==> config.mk <==
export PLATFORM = sky130hd
export DESIGN_NAME = thc_monitor
export DESIGN_NICKNAME = d
export VERILOG_FILES = /design/src/thc_pkg.sv /design/src/thc_pair.sv /design/src/thc_monitor.sv
export SDC_FILE = /design/constraint.sdc
export NUM_CORES = 1
export LEC_CHECK = 0
export BUFFER_PORTS_ARGS = -buffer_cell sky130_fd_sc_hd__buf_2
export CORE_AREA = 2 2 176 178
export DETAILED_ROUTE_END_ITERATION = 7
export DIE_AREA = 0 0 178 180
export GPL_TIMING_DRIVEN = 0
export MAX_ROUTING_LAYER = met4
export PLACE_DENSITY = 0.51
export SYNTH_ARGS = -nofsm -noshare
export SYNTH_HDL_FRONTEND = slang
export SYNTH_SLANG_ARGS = --single-unit
==> constraint.sdc <==
create_clock -name clk_sys -period 5.7 [get_ports clk_sys]
set_input_delay 1.425 -clock clk_sys [delete_from_list [all_inputs] [get_ports clk_sys]]
set_output_delay 1.425 -clock clk_sys [all_outputs]
set_load 0.1 [all_outputs]
==> src/thc_pkg.sv <==
// package: constants, register layout and types of the two-hand control monitor
package thc_pkg;
    // clock and logic execution cycle
    localparam int unsigned CLK_HZ       = 125_000_000;
    localparam int unsigned EXEC_TIME_US = 1000;
    localparam int unsigned EXEC_CLKS    = CLK_HZ / 1_000_000 * EXEC_TIME_US;
    // configured times: 10 ms steps, 500 ms ceiling
    localparam int unsigned STEP_MS    = 10;
    localparam int unsigned STEP_TICKS = STEP_MS * 1000 / EXEC_TIME_US;
    localparam int unsigned MAX_MS     = 500;
    localparam int unsigned TW         = 10;
    localparam logic [TW-1:0] MAX_TICKS = TW'(MAX_MS * 1000 / EXEC_TIME_US);
    localparam logic [5:0]    MAX_UNITS = 6'(MAX_MS / STEP_MS);

    // register map, byte addresses
    localparam int unsigned AW = 5;
    localparam logic [AW-1:0] REG_CTRL     = 5'h00;
    localparam logic [AW-1:0] REG_DISC1    = 5'h04;
    localparam logic [AW-1:0] REG_DISC2    = 5'h08;
    localparam logic [AW-1:0] REG_SYNC     = 5'h0c;
    localparam logic [AW-1:0] REG_STATUS   = 5'h10;
    localparam logic [AW-1:0] REG_IRQ_STAT = 5'h14;
    localparam logic [AW-1:0] REG_IRQ_MASK = 5'h18;

    // control register layout, bit 4 downward
    typedef struct packed {
        logic       legacy;
        logic       use_fault;
        logic [1:0] nout;
        logic       two_pair;
    } thc_cfg_t;
    localparam thc_cfg_t   CFG_RST   = '{legacy: 1'b0, use_fault: 1'b0, nout: 2'h1,
                                         two_pair: 1'b0};
    localparam logic [1:0] NOUT_ERR1 = 2'h2;
    localparam logic [1:0] NOUT_ERR2 = 2'h3;
    localparam logic [5:0] TIME_RST  = MAX_UNITS;

    typedef enum logic [1:0] {
        ST_DIS  = 2'b00,
        ST_WAIT = 2'b01,
        ST_RUN  = 2'b11,
        ST_LOCK = 2'b10
    } thc_sync_st_t;

    typedef struct packed {
        logic [1:0] sync;
        logic       fault;
        logic       err2;
        logic       err1;
        logic       enable;
    } thc_status_t;

    typedef struct packed {
        logic sync_to;
        logic disc2;
        logic disc1;
        logic en_fall;
        logic en_rise;
    } thc_irq_t;

    typedef struct packed {
        logic active;
        logic off;
        logic err_a;
        logic err_b;
        logic evt;
    } thc_pair_t;

    // steps to execution cycles; zero is unlimited or the ceiling
    function automatic logic [TW-1:0] thc_ticks(input logic [5:0] u, input logic zero_unlim);
        logic [5:0] c;
        c = (u > MAX_UNITS) ? MAX_UNITS : u;
        if (c == 6'h00) begin
            c = zero_unlim ? 6'h00 : MAX_UNITS;
        end
        return TW'(c) * TW'(STEP_TICKS);
    endfunction
endpackage

==> src/thc_pair.sv <==
// one dual-channel input pair with discrepancy timer
`timescale 1ns/1ps
`default_nettype none
module thc_pair (
    // clock and reset
    input  wire logic                    clk_sys,
    input  wire logic                    rst_n,
    // evaluation
    input  wire logic                    tick,
    input  wire logic                    in_a,
    input  wire logic                    in_b,
    input  wire logic                    cmpl,
    input  wire logic [thc_pkg::TW-1:0]  limit,
    output var  thc_pkg::thc_pair_t      st
);
    logic                   armed_q;
    logic                   expired_q;
    logic                   last_on_q;
    logic                   active_q;
    logic                   err_a_q;
    logic                   err_b_q;
    logic                   evt_q;
    logic [thc_pkg::TW-1:0] cnt_q;

    wire b_on     = cmpl ? ~in_b : in_b;
    wire both_on  = in_a & b_on;
    wire both_off = ~in_a & ~b_on;
    wire timeout  = (limit != '0) && !expired_q && (cnt_q + 1'b1 >= limit);

    assign st = '{active: active_q, off: both_off, err_a: err_a_q, err_b: err_b_q,
                  evt: evt_q};

    always_ff @(posedge clk_sys) begin
        if (!rst_n) begin
            armed_q   <= 1'b0;
            expired_q <= 1'b0;
            last_on_q <= 1'b0;
            active_q  <= 1'b0;
            err_a_q   <= 1'b0;
            err_b_q   <= 1'b0;
            evt_q     <= 1'b0;
            cnt_q     <= '0;
        end else begin
            evt_q <= 1'b0;
            if (tick) begin
                if (both_off) begin
                    armed_q   <= 1'b1;
                    expired_q <= 1'b0;
                    last_on_q <= 1'b0;
                    active_q  <= 1'b0;
                    cnt_q     <= '0;
                end else if (both_on) begin
                    cnt_q     <= '0;
                    last_on_q <= 1'b1;
                    // release only after both went off, within the time
                    if (armed_q && !expired_q) begin
                        active_q <= 1'b1;
                        armed_q  <= 1'b0;
                        err_a_q  <= 1'b0;
                        err_b_q  <= 1'b0;
                    end
                end else begin
                    active_q <= 1'b0;
                    if (timeout) begin
                        // blame the input still in the old state
                        expired_q <= 1'b1;
                        evt_q     <= 1'b1;
                        err_a_q   <= err_a_q | (in_a == last_on_q);
                        err_b_q   <= err_b_q | (b_on == last_on_q);
                    end else if (limit != '0 && !expired_q) begin
                        cnt_q <= cnt_q + 1'b1;
                    end
                end
            end
        end
    end
endmodule // thc_pair
`default_nettype wire

==> src/thc_monitor.sv <==
// two-hand control monitor top: input sampling, pairs, synchronization, avalon registers
//
// The address map and register access over Avalon-MM were chosen for this implementation.
`timescale 1ns/1ps
`default_nettype none
// Behaviour
// - one pair: equivalent inputs both on release
// - one-pair discrepancy 10..500 ms, legacy 500
// - one pair: enable, optionally discrepancy error
// - two pairs, each valid only complementary
// - per-pair discrepancy, 0 unlimited, else 10..500
// - sync time 10..500 ms, 0 or legacy 500
// - sync window never exceeds 500 ms
// - disabled state only when both pairs off
// - sync timeout is not an error
// - sync timeout keeps enable low this attempt
// - two pairs: one, two or three outputs
// - timer starts on change, flags lagging input
module thc_monitor #(
    parameter int unsigned EXEC_CLKS = thc_pkg::EXEC_CLKS
) (
    // clock and reset
    input  wire logic                    clk_sys,
    input  wire logic                    rst_n,
    // avalon-mm slave
    input  wire logic [thc_pkg::AW-1:0]  avs_address,
    input  wire logic                    avs_read,
    input  wire logic                    avs_write,
    input  wire logic [31:0]             avs_writedata,
    input  wire logic [3:0]              avs_byteenable,
    output var  logic [31:0]             avs_readdata,
    output var  logic                    avs_waitrequest,
    // hand switch contacts
    input  wire logic                    hand_1a,
    input  wire logic                    hand_1b,
    input  wire logic                    hand_2a,
    input  wire logic                    hand_2b,
    // safety outputs
    output var  logic                    release_en,
    output var  logic                    disc_err1,
    output var  logic                    disc_err2,
    output var  logic                    fault_present,
    output var  logic                    irq
);
    localparam int unsigned CW = $clog2(EXEC_CLKS);

    // registers
    thc_pkg::thc_cfg_t      cfg_q;
    logic [5:0]             disc_u_q [2];
    logic [5:0]             sync_u_q;
    thc_pkg::thc_irq_t      irq_stat_q;
    thc_pkg::thc_irq_t      irq_mask_q;
    // input sampling and execution cycle
    logic [3:0]             s1_q;
    logic [3:0]             s2_q;
    logic [3:0]             s3_q;
    logic [3:0]             in_f_q;
    logic [CW-1:0]          exec_cnt_q;
    logic                   tick_q;
    // synchronization
    thc_pkg::thc_sync_st_t  st_q;
    thc_pkg::thc_sync_st_t  st_d;
    logic [thc_pkg::TW-1:0] scnt_q;
    logic [thc_pkg::TW-1:0] scnt_d;
    logic                   sync_evt_q;
    logic                   sync_evt_d;
    thc_pkg::thc_pair_t     pst [2];
    logic [thc_pkg::TW-1:0] lim [2];

    // pairs: 1a/1b, 2a/2b
    generate
        for (genvar i = 0; i < 2; i++) begin : g_pair
            thc_pair thc_pair_inst (
                .clk_sys (clk_sys),
                .rst_n   (rst_n),
                .tick    (tick_q),
                .in_a    (in_f_q[2*i]),
                .in_b    (in_f_q[2*i+1]),
                .cmpl    ((i == 0) ? cfg_q.two_pair : 1'b1),
                .limit   (lim[i]),
                .st      (pst[i])
            );
        end
    endgenerate

    // one pair never unlimited; legacy firmware pins the time
    wire fixed_disc = cfg_q.legacy && !cfg_q.two_pair;
    assign lim[0] = fixed_disc ? thc_pkg::MAX_TICKS
                               : thc_pkg::thc_ticks(disc_u_q[0], cfg_q.two_pair);
    assign lim[1] = thc_pkg::thc_ticks(disc_u_q[1], 1'b1);
    // zero and anything above the ceiling give 500 ms
    wire [thc_pkg::TW-1:0] sync_lim = cfg_q.legacy ? thc_pkg::MAX_TICKS
                                                   : thc_pkg::thc_ticks(sync_u_q, 1'b0);

    wire both_dis = pst[0].off && pst[1].off;
    wire both_act = pst[0].active && pst[1].active;
    wire err1_any = pst[0].err_a | pst[0].err_b;
    wire err2_any = (pst[1].err_a | pst[1].err_b) & cfg_q.two_pair;
    wire en_raw   = cfg_q.two_pair ? (st_q == thc_pkg::ST_RUN) : pst[0].active;

    // synchronization between the two pairs, stepped once per execution cycle
    always_comb begin
        st_d       = st_q;
        scnt_d     = scnt_q;
        sync_evt_d = 1'b0;
        if (!cfg_q.two_pair) begin
            st_d   = thc_pkg::ST_DIS;
            scnt_d = '0;
        end else if (tick_q) begin
            case (st_q)
                thc_pkg::ST_DIS: begin
                    scnt_d = '0;
                    if (both_act) begin
                        st_d = thc_pkg::ST_RUN;
                    end else if (!both_dis) begin
                        st_d = thc_pkg::ST_WAIT;
                    end
                end
                thc_pkg::ST_WAIT: begin
                    if (both_dis) begin
                        st_d = thc_pkg::ST_DIS;
                    end else if (both_act) begin
                        st_d = thc_pkg::ST_RUN;
                    end else if (scnt_q + 1'b1 >= sync_lim) begin
                        // no error output, only an event for software
                        st_d       = thc_pkg::ST_LOCK;
                        sync_evt_d = 1'b1;
                    end else begin
                        scnt_d = scnt_q + 1'b1;
                    end
                end
                thc_pkg::ST_RUN: begin
                    if (both_dis) begin
                        st_d = thc_pkg::ST_DIS;
                    end else if (!both_act) begin
                        st_d = thc_pkg::ST_LOCK; // one hand let go: full release needed
                    end
                end
                thc_pkg::ST_LOCK: begin
                    if (both_dis) begin
                        st_d = thc_pkg::ST_DIS;
                    end
                end
                default: st_d = thc_pkg::ST_DIS;
            endcase
        end
    end

    // three flops, a change counts once stages two and three agree
    always_ff @(posedge clk_sys) begin
        if (!rst_n) begin
            s1_q   <= 4'h0;
            s2_q   <= 4'h0;
            s3_q   <= 4'h0;
            in_f_q <= 4'h0;
        end else begin
            s1_q <= {hand_2b, hand_2a, hand_1b, hand_1a};
            s2_q <= s1_q;
            s3_q <= s2_q;
            in_f_q <= (s2_q == s3_q) ? s3_q : in_f_q;
        end
    end

    // execution cycle strobe; all timers count these
    always_ff @(posedge clk_sys) begin
        if (!rst_n) begin
            exec_cnt_q <= '0;
            tick_q     <= 1'b0;
        end else begin
            tick_q     <= (exec_cnt_q == CW'(EXEC_CLKS - 1));
            exec_cnt_q <= (exec_cnt_q == CW'(EXEC_CLKS - 1)) ? '0 : exec_cnt_q + 1'b1;
        end
    end

    always_ff @(posedge clk_sys) begin
        if (!rst_n) begin
            st_q       <= thc_pkg::ST_DIS;
            scnt_q     <= '0;
            sync_evt_q <= 1'b0;
        end else begin
            st_q       <= st_d;
            scnt_q     <= scnt_d;
            sync_evt_q <= sync_evt_d;
        end
    end

    // outputs selected by the configured output count; fault_present by use_fault
    always_ff @(posedge clk_sys) begin
        if (!rst_n) begin
            release_en    <= 1'b0;
            disc_err1     <= 1'b0;
            disc_err2     <= 1'b0;
            fault_present <= 1'b0;
        end else begin
            release_en    <= en_raw;
            disc_err1     <= err1_any && (cfg_q.nout >= thc_pkg::NOUT_ERR1);
            disc_err2     <= err2_any && (cfg_q.nout == thc_pkg::NOUT_ERR2);
            fault_present <= cfg_q.use_fault && (err1_any || err2_any);
        end
    end

    // bus: one wait state, the request is taken when waitrequest is low
    wire bus_req = avs_read | avs_write;
    wire accept  = bus_req & avs_waitrequest;
    wire wr_en   = avs_write & ~avs_waitrequest & avs_byteenable[0];

    function automatic logic hit(input logic [thc_pkg::AW-1:0] a);
        return wr_en && (avs_address == a);
    endfunction

    thc_pkg::thc_status_t status;
    assign status = '{sync: st_q, fault: fault_present, err2: disc_err2, err1: disc_err1,
                      enable: release_en};

    thc_pkg::thc_irq_t evt;
    assign evt = '{sync_to: sync_evt_q, disc2: pst[1].evt && cfg_q.two_pair,
                   disc1: pst[0].evt, en_fall: release_en && !en_raw,
                   en_rise: !release_en && en_raw};

    // plain decode: a function reading module nets never wakes a continuous assignment
    wire stat_wr = wr_en && (avs_address == thc_pkg::REG_IRQ_STAT);
    thc_pkg::thc_irq_t w1c;
    assign w1c = stat_wr ? thc_pkg::thc_irq_t'(avs_writedata[4:0]) : '0;

    logic [31:0] rd_mux;
    always_comb begin
        case (avs_address)
            thc_pkg::REG_CTRL:     rd_mux = 32'(cfg_q);
            thc_pkg::REG_DISC1:    rd_mux = 32'(disc_u_q[0]);
            thc_pkg::REG_DISC2:    rd_mux = 32'(disc_u_q[1]);
            thc_pkg::REG_SYNC:     rd_mux = 32'(sync_u_q);
            thc_pkg::REG_STATUS:   rd_mux = 32'(status);
            thc_pkg::REG_IRQ_STAT: rd_mux = 32'(irq_stat_q);
            thc_pkg::REG_IRQ_MASK: rd_mux = 32'(irq_mask_q);
            default:               rd_mux = 32'h0000_0000;
        endcase
    end

    always_ff @(posedge clk_sys) begin
        if (!rst_n) begin
            avs_waitrequest <= 1'b1;
            avs_readdata    <= 32'h0000_0000;
        end else begin
            avs_waitrequest <= ~accept;
            if (accept) begin
                avs_readdata <= rd_mux;
            end
        end
    end

    // a change of configuration gates the outputs from the next clock; pairs act on it at the next execution cycle, sync too unless two_pair is cleared (next clock)
    always_ff @(posedge clk_sys) begin
        if (!rst_n) begin
            cfg_q       <= thc_pkg::CFG_RST;
            disc_u_q[0] <= thc_pkg::TIME_RST;
            disc_u_q[1] <= thc_pkg::TIME_RST;
            sync_u_q    <= thc_pkg::TIME_RST;
            irq_mask_q  <= '0;
        end else begin
            if (hit(thc_pkg::REG_CTRL))     cfg_q       <= thc_pkg::thc_cfg_t'(avs_writedata[4:0]);
            if (hit(thc_pkg::REG_DISC1))    disc_u_q[0] <= avs_writedata[5:0];
            if (hit(thc_pkg::REG_DISC2))    disc_u_q[1] <= avs_writedata[5:0];
            if (hit(thc_pkg::REG_SYNC))     sync_u_q    <= avs_writedata[5:0];
            if (hit(thc_pkg::REG_IRQ_MASK)) irq_mask_q  <= thc_pkg::thc_irq_t'(avs_writedata[4:0]);
        end
    end

    // new events win over a clear in the same cycle
    always_ff @(posedge clk_sys) begin
        if (!rst_n) begin
            irq_stat_q <= '0;
            irq        <= 1'b0;
        end else begin
            irq_stat_q <= (irq_stat_q & ~w1c) | evt;
            irq        <= |(irq_stat_q & irq_mask_q);
        end
    end
endmodule // thc_monitor
`default_nettype wire

Yosys cells after proc, flatten, opt, wreduce, memory -nomap -nowiden
Memories as Yosys holds them, arrays and structs flattened.
Cells that the tools add are included.
Widths: inputs -> output; s select.
{ "op_classes": {"add_sub_neg": 4, "n_mul": 3, "n_lt_le_gt_ge": 7, "eq_ne": 31, "n_mux": 76, "bitwise": 34, "n_reduce_logical": 65} }
{ "ops": {"columns": ["operator", "n"], "rows": [
  ["$mux 10", 13],
  ["$mux 6", 9],
  ["$mux 1", 42],
  ["$pmux 6 s7", 1],
  ["$add 10x1->10 const B", 3],
  ["$ge 10x10->1", 3],
  ["$mul 6x3->9 const B", 3],
  ["$logic_and 1x1->1", 21],
  ["$pmux 10 s2", 1],
  ["$reduce_bool 10->1", 2],
  ["$gt 6x6->1 const B", 3],
  ["$logic_not 6->1", 3],
  ["$reduce_and 3->1", 6],
  ["$reduce_bool 2->1", 9],
  ["$add 17x1->17 const B", 1],
  ["$eq 17x17->1 const B", 1],
  ["$mux 2", 8],
  ["$ne 2x2->1 const B", 8],
  ["$eq 5x5->1 const B", 3],
  ["$not 1->1", 13],
  ["$ne 3x3->1 const B", 4],
  ["$and 5x5->5", 2],
  ["$eq 5x4->1 const B", 2],
  ["$reduce_and 2->1", 5],
  ["other kinds (25)", 54]
]} }
{ "word_totals": {"reg_bits": 140, "ramBits": 12, "elab_cells": 268, "n_memories": 1} }
{ "memory_table": {"columns": ["memory", "words", "word_bits", "read_ports", "rd_clocked_by_memory_dff", "wr", "line", "text"], "rows": [
  ["disc_u_q", 2, 6, 2, 0, 2, "thc_monitor.sv:49", "logic [5:0] disc_u_q [2];"]
]} }

Logic depth before layout (Yosys ltp)
An unclocked memory read counts as a cell.
{ "depth": {"depth_word": 13, "mapped_depth": 19} }

Cells and area by module
From an unflattened synthesis, not the netlist that was laid out.
{ "unflattened": {"cells_unflattened": 870, "area_unflattened_um2": 7547.2} }
{ "by_module_without_submodules": {"columns": ["module", "n_inst", "cells_per_inst", "area_each_um2", "seq_area_each_um2"], "rows": [
  ["thc_monitor", 1, 574, 5104.9, 1961.9],
  ["thc_pair", 2, 148, 1221.2, 340.3]
]} }

Least setup slack after synthesis
OpenSTA, ideal clock, no wires.
{ "synth_path": {"path_type": "register to register", "startpoint": "memory disc_u_q[0][5]", "endpoint": "register g_pair[0].thc_pair_inst.cnt_q[2] (netlist bit)", "setup_time_ns": 0.122, "t_arrival_ns": 4.259, "required_ns": 5.578, "slack_ns": 1.319, "stages_incl_launch_ff": 17, "path_buffers": 1, "period_less_slack_ns": 4.381, "path_cell_list": "edfxtp_1 > buf_6 > or4_4 > o311ai_4 > ha_1 > ha_1 > fa_1 > nand3_1 > a41oi_1 > o221a_2 > ha_1 > a21o_1 > a21oi_1 > o21ai_0 > o31ai_4 > nand2_2 > a311o_1"} }
{ "synth_lines": {"columns": ["element", "line", "text"], "rows": [
  ["from (decl)", "thc_monitor.sv:49", null],
  ["to (signal assigned)", "thc_pair.sv:71", "cnt_q <= cnt_q + 1'b1;"],
  ["to (decl)", "thc_pair.sv:23", "logic [thc_pkg::TW-1:0] cnt_q;"]
]} }

==> impl_metrics.env <==
export IMPL_syn_area_per_cell_um2=8.540
export IMPL_cp_slowest_stage_delay_ns=0.61
export IMPL_postCtsSetupRepairBufs=0
export IMPL_synth_cells=876
export IMPL_crit_required_ns=6.01
export IMPL_grt_usage_pct=12.12
export IMPL_crit_buf_inv=0
export IMPL_yosys_top_cells_area="dfxtp_1 (31%), ha_1 (9.9%), nor2_1 (5.3%), edfxtp_1 (4.8%), nand2_1 (3.6%)"
export IMPL_ys_flop_type="dfxtp_1"
export IMPL_layout_cells_non_filler=1360
export IMPL_p_seq_share_pct=39.9
export IMPL_ios=87
export IMPL_r2r_setup_slack_ns=0.83
export IMPL_tightestPinTransition_ns=1.086
export IMPL_fin_crit_sh_pct=85.46
export IMPL_tns_ns=0
export IMPL_grt_pass1_wl_mm=30.14
export IMPL_rsz0062_at_grt="false"
export IMPL_ant_nets=0
export IMPL_grt_max_degree=17
export IMPL_antenna_found_initial=0
export IMPL_dieArea_mm2=0.03204
export IMPL_yosys_cell_types_count=73
export IMPL_vias_per_cell=4.567
export IMPL_min_period_ns=4.871
export IMPL_gp_congestion=0.8761
export IMPL_switching_share_pct=23.76
export IMPL_ys_seq_area_share_pct=35.32
export IMPL_drtIter0Drc=411
export IMPL_synth_top_area_share_pct=30.51
export IMPL_nets=1062
export IMPL_wl_mm=18.31
export IMPL_leakagePower_nw=3.754
export IMPL_vdd_drop_max_mv=0.1391
export IMPL_area_growth_syn_to_layout_pct=18.88
export IMPL_yosysMostFrequentCell="dfxtp_1"
export IMPL_fmax_ghz=0.2053
export IMPL_worstPathArrival_ns=5.18
export IMPL_start_util_pct=24.78
export IMPL_numCtsBuffers=17
export IMPL_vias=6211
export IMPL_place_inst=1328
export IMPL_num_antenna_cells=0
export IMPL_htreeDepth=4
export IMPL_hp_class="register to register"
export IMPL_clk_transition_reported_paths_ns=0.06
export IMPL_cap_viol_max_count=0
export IMPL_clockRootBuffer="clkbuf_16"
export IMPL_p_int_w=0.001738
export IMPL_syn_area_mm2=0.007481
export IMPL_setup_viol=0
export IMPL_synth_commonest_cells="dfxtp_1 (114), nor2_1 (105), nand2_1 (72)"
export IMPL_core_area_mm2=0.03019
export IMPL_clock_tree_buffer_depth=2
export IMPL_grt_pass1_vias=5834
export IMPL_final_max_slew_viol_count=0
export IMPL_dp_hpwl_mm=13.95
export IMPL_clock_skew_final_ns=0.01207
export IMPL_final_core_util_pct=29.46
export IMPL_insertion_delay_ns=0.42
export IMPL_power_density_mw_per_mm2=256.3
export IMPL_yosys_warnings=0
export IMPL_post_route_drc_count=0
export IMPL_critPathKind="register to register"
export IMPL_io_buffer_count=31
export IMPL_critical_path_top_delay_family="compound AO/OA/AOI/OAI gates"
export IMPL_crit_path_frequent_cell="ha_1"
export IMPL_startpoint_type="register"
export IMPL_drive_gt1_share_pct=12.45
export IMPL_path_max_fanout=6
export IMPL_dieHeight_um=180
export IMPL_grt_ovfl_total=0
export IMPL_cts_hold_buf=0
export IMPL_p_comb_share_pct=7.2
export IMPL_finalHoldViolCount=0
export IMPL_ys_ff_latch=126
export IMPL_rows=64
export IMPL_post_drt_wl_per_cell_um=13.47
export IMPL_first_pass_iters=6
export IMPL_netSwitchingPower_w=0.0005416
export IMPL_cts_sinks=126
export IMPL_cts_tree="done"
export IMPL_synthArstFlopShare_pct=0
export IMPL_endpoint_kind="register"
export IMPL_slowest_stage="or4_4"
export IMPL_post_cts_resized=0
export IMPL_p_clk_share_pct=52.9
export IMPL_synth_area_leader_cell="dfxtp_1"
export IMPL_max_slew_margin_rel_pct=26.92
export IMPL_die_w_um=178
export IMPL_crit_chain="or4_4, o311ai_4, ha_1, ha_1, fa_1, nand3_1, a41oi_1, o221a_2, ha_1, a21o_1, a21oi_1, o21ai_0, o31ai_4, nand2_2, a311o_1"
export IMPL_status="finished, final reports clean"
export IMPL_synth_edf_count=12
## logic make-up after synthesis
logic type                 Yosys count  synth area share [%]
DFF                                126                 35.32
other                                1               0.05013
and+or+nand+nor                    357                 24.12
muxes                               13                 1.739
AOI/OAI and AO/OA                  180                 16.59
adders and majority gates           62                 10.67
xor gates and xnor gates            48                 5.620
buffers and inverters               89                 5.887
## metal layers
metal,GRT usage [%],wire length [um],up-vias
li1,-,-,3193
met1,16.02,8917,2869
met2,18.78,8460,130
met3,2.305,722,19
met4,3.443,213,0
met5,-,0,-
## registers in the layout, indices dropped and copies added (netlist names), 4 cells and up
register and cells:
irq_mask_q 5, irq_stat_q 5, s2_q 4, scnt_q 10
exec_cnt_q 17, avs_readdata 6, sync_u_q 6, cfg_q 5
g_pair.thc_pair_inst.cnt_q 20, disc_u_q 12, s3_q 4, s1_q 4
in_f_q 4
## final timing paths
check,to,start,depth (start not counted)
setup reg to reg,g_pair[0].thc_pair_inst.cnt_q[2],disc_u_q[0][4],15
setup / recovery,g_pair[0].thc_pair_inst.cnt_q[2],disc_u_q[0][4],15
hold / removal,s2_q[0],s1_q[0],1
hold reg to reg,s2_q[0],s1_q[0],1
## metrics by stage
| step | hold WS, ns | worst slack, ns | instance area [um^2] | power [W] |
|---|---|---|---|---|
| floorplan | 0.4119 | 1.319 | 7575 | 0.001061 |
| global placement | 0.4230 | 0.8390 | 8225 | 0.001092 |
| detailed placement | 0.4200 | 0.8263 | 8225 | 0.001093 |
| CTS | 0.4336 | 0.8251 | 8894 | 0.002309 |
| global route | 0.4654 | 0.5791 | 8894 | 0.002355 |
| finish | 0.4303 | 0.8286 | 8894 | 0.002280 |
## layout by cell type, fill, tap and decap left out, types with 5 or more instances in the layout
master,instances
a21o_1,16
a21oi_1,48
a222oi_1,6
a22oi_1,25
and2_1,27
and3_1,12
buf_2,32
buf_4,26
clkbuf_1,31
clkbuf_16,19
clkbuf_8,5
conb_1,26
dfxtp_1,114
edfxtp_1,12
ha_1,59
inv_1,29
mux2i_1,13
nand2_1,72
nand2b_1,17
nand3_1,45
nand3b_1,5
nand4_1,5
nor2_1,105
nor2b_1,16
nor3_1,15
o211ai_1,9
o21a_1,6
o21ai_0,31
or2_2,11
xnor2_1,26
xor2_1,22
## area by class of cell
type	instances	area, um^2
fillers	3167	21300
multi-input cells	686	4492
flip-flops and latches	126	2643
clock buffers	25	548.0
well taps	396	495.5
plain buffers	59	327.8
repair buffers	31	155.1
clock inverters	7	120.1
inverters	30	112.6
## power by group through the flow
| stage | sequential (W) | combinational (W) | clock (W) |
|---|---|---|---|
| 2_1_floorplan | 0.000932 | 0.000129 | 0 |
| 3_3_place_gp | 0.000929 | 0.000164 | 0 |
| 3_5_place_dp | 0.000929 | 0.000164 | 0 |
| 4_1_cts | 0.000910 | 0.000165 | 0.00123 |
| 5_1_grt | 0.000911 | 0.000174 | 0.00127 |
| 6_report | 0.000910 | 0.000165 | 0.00121 |
Note: power is estimated with default switching activity, not from simulation.
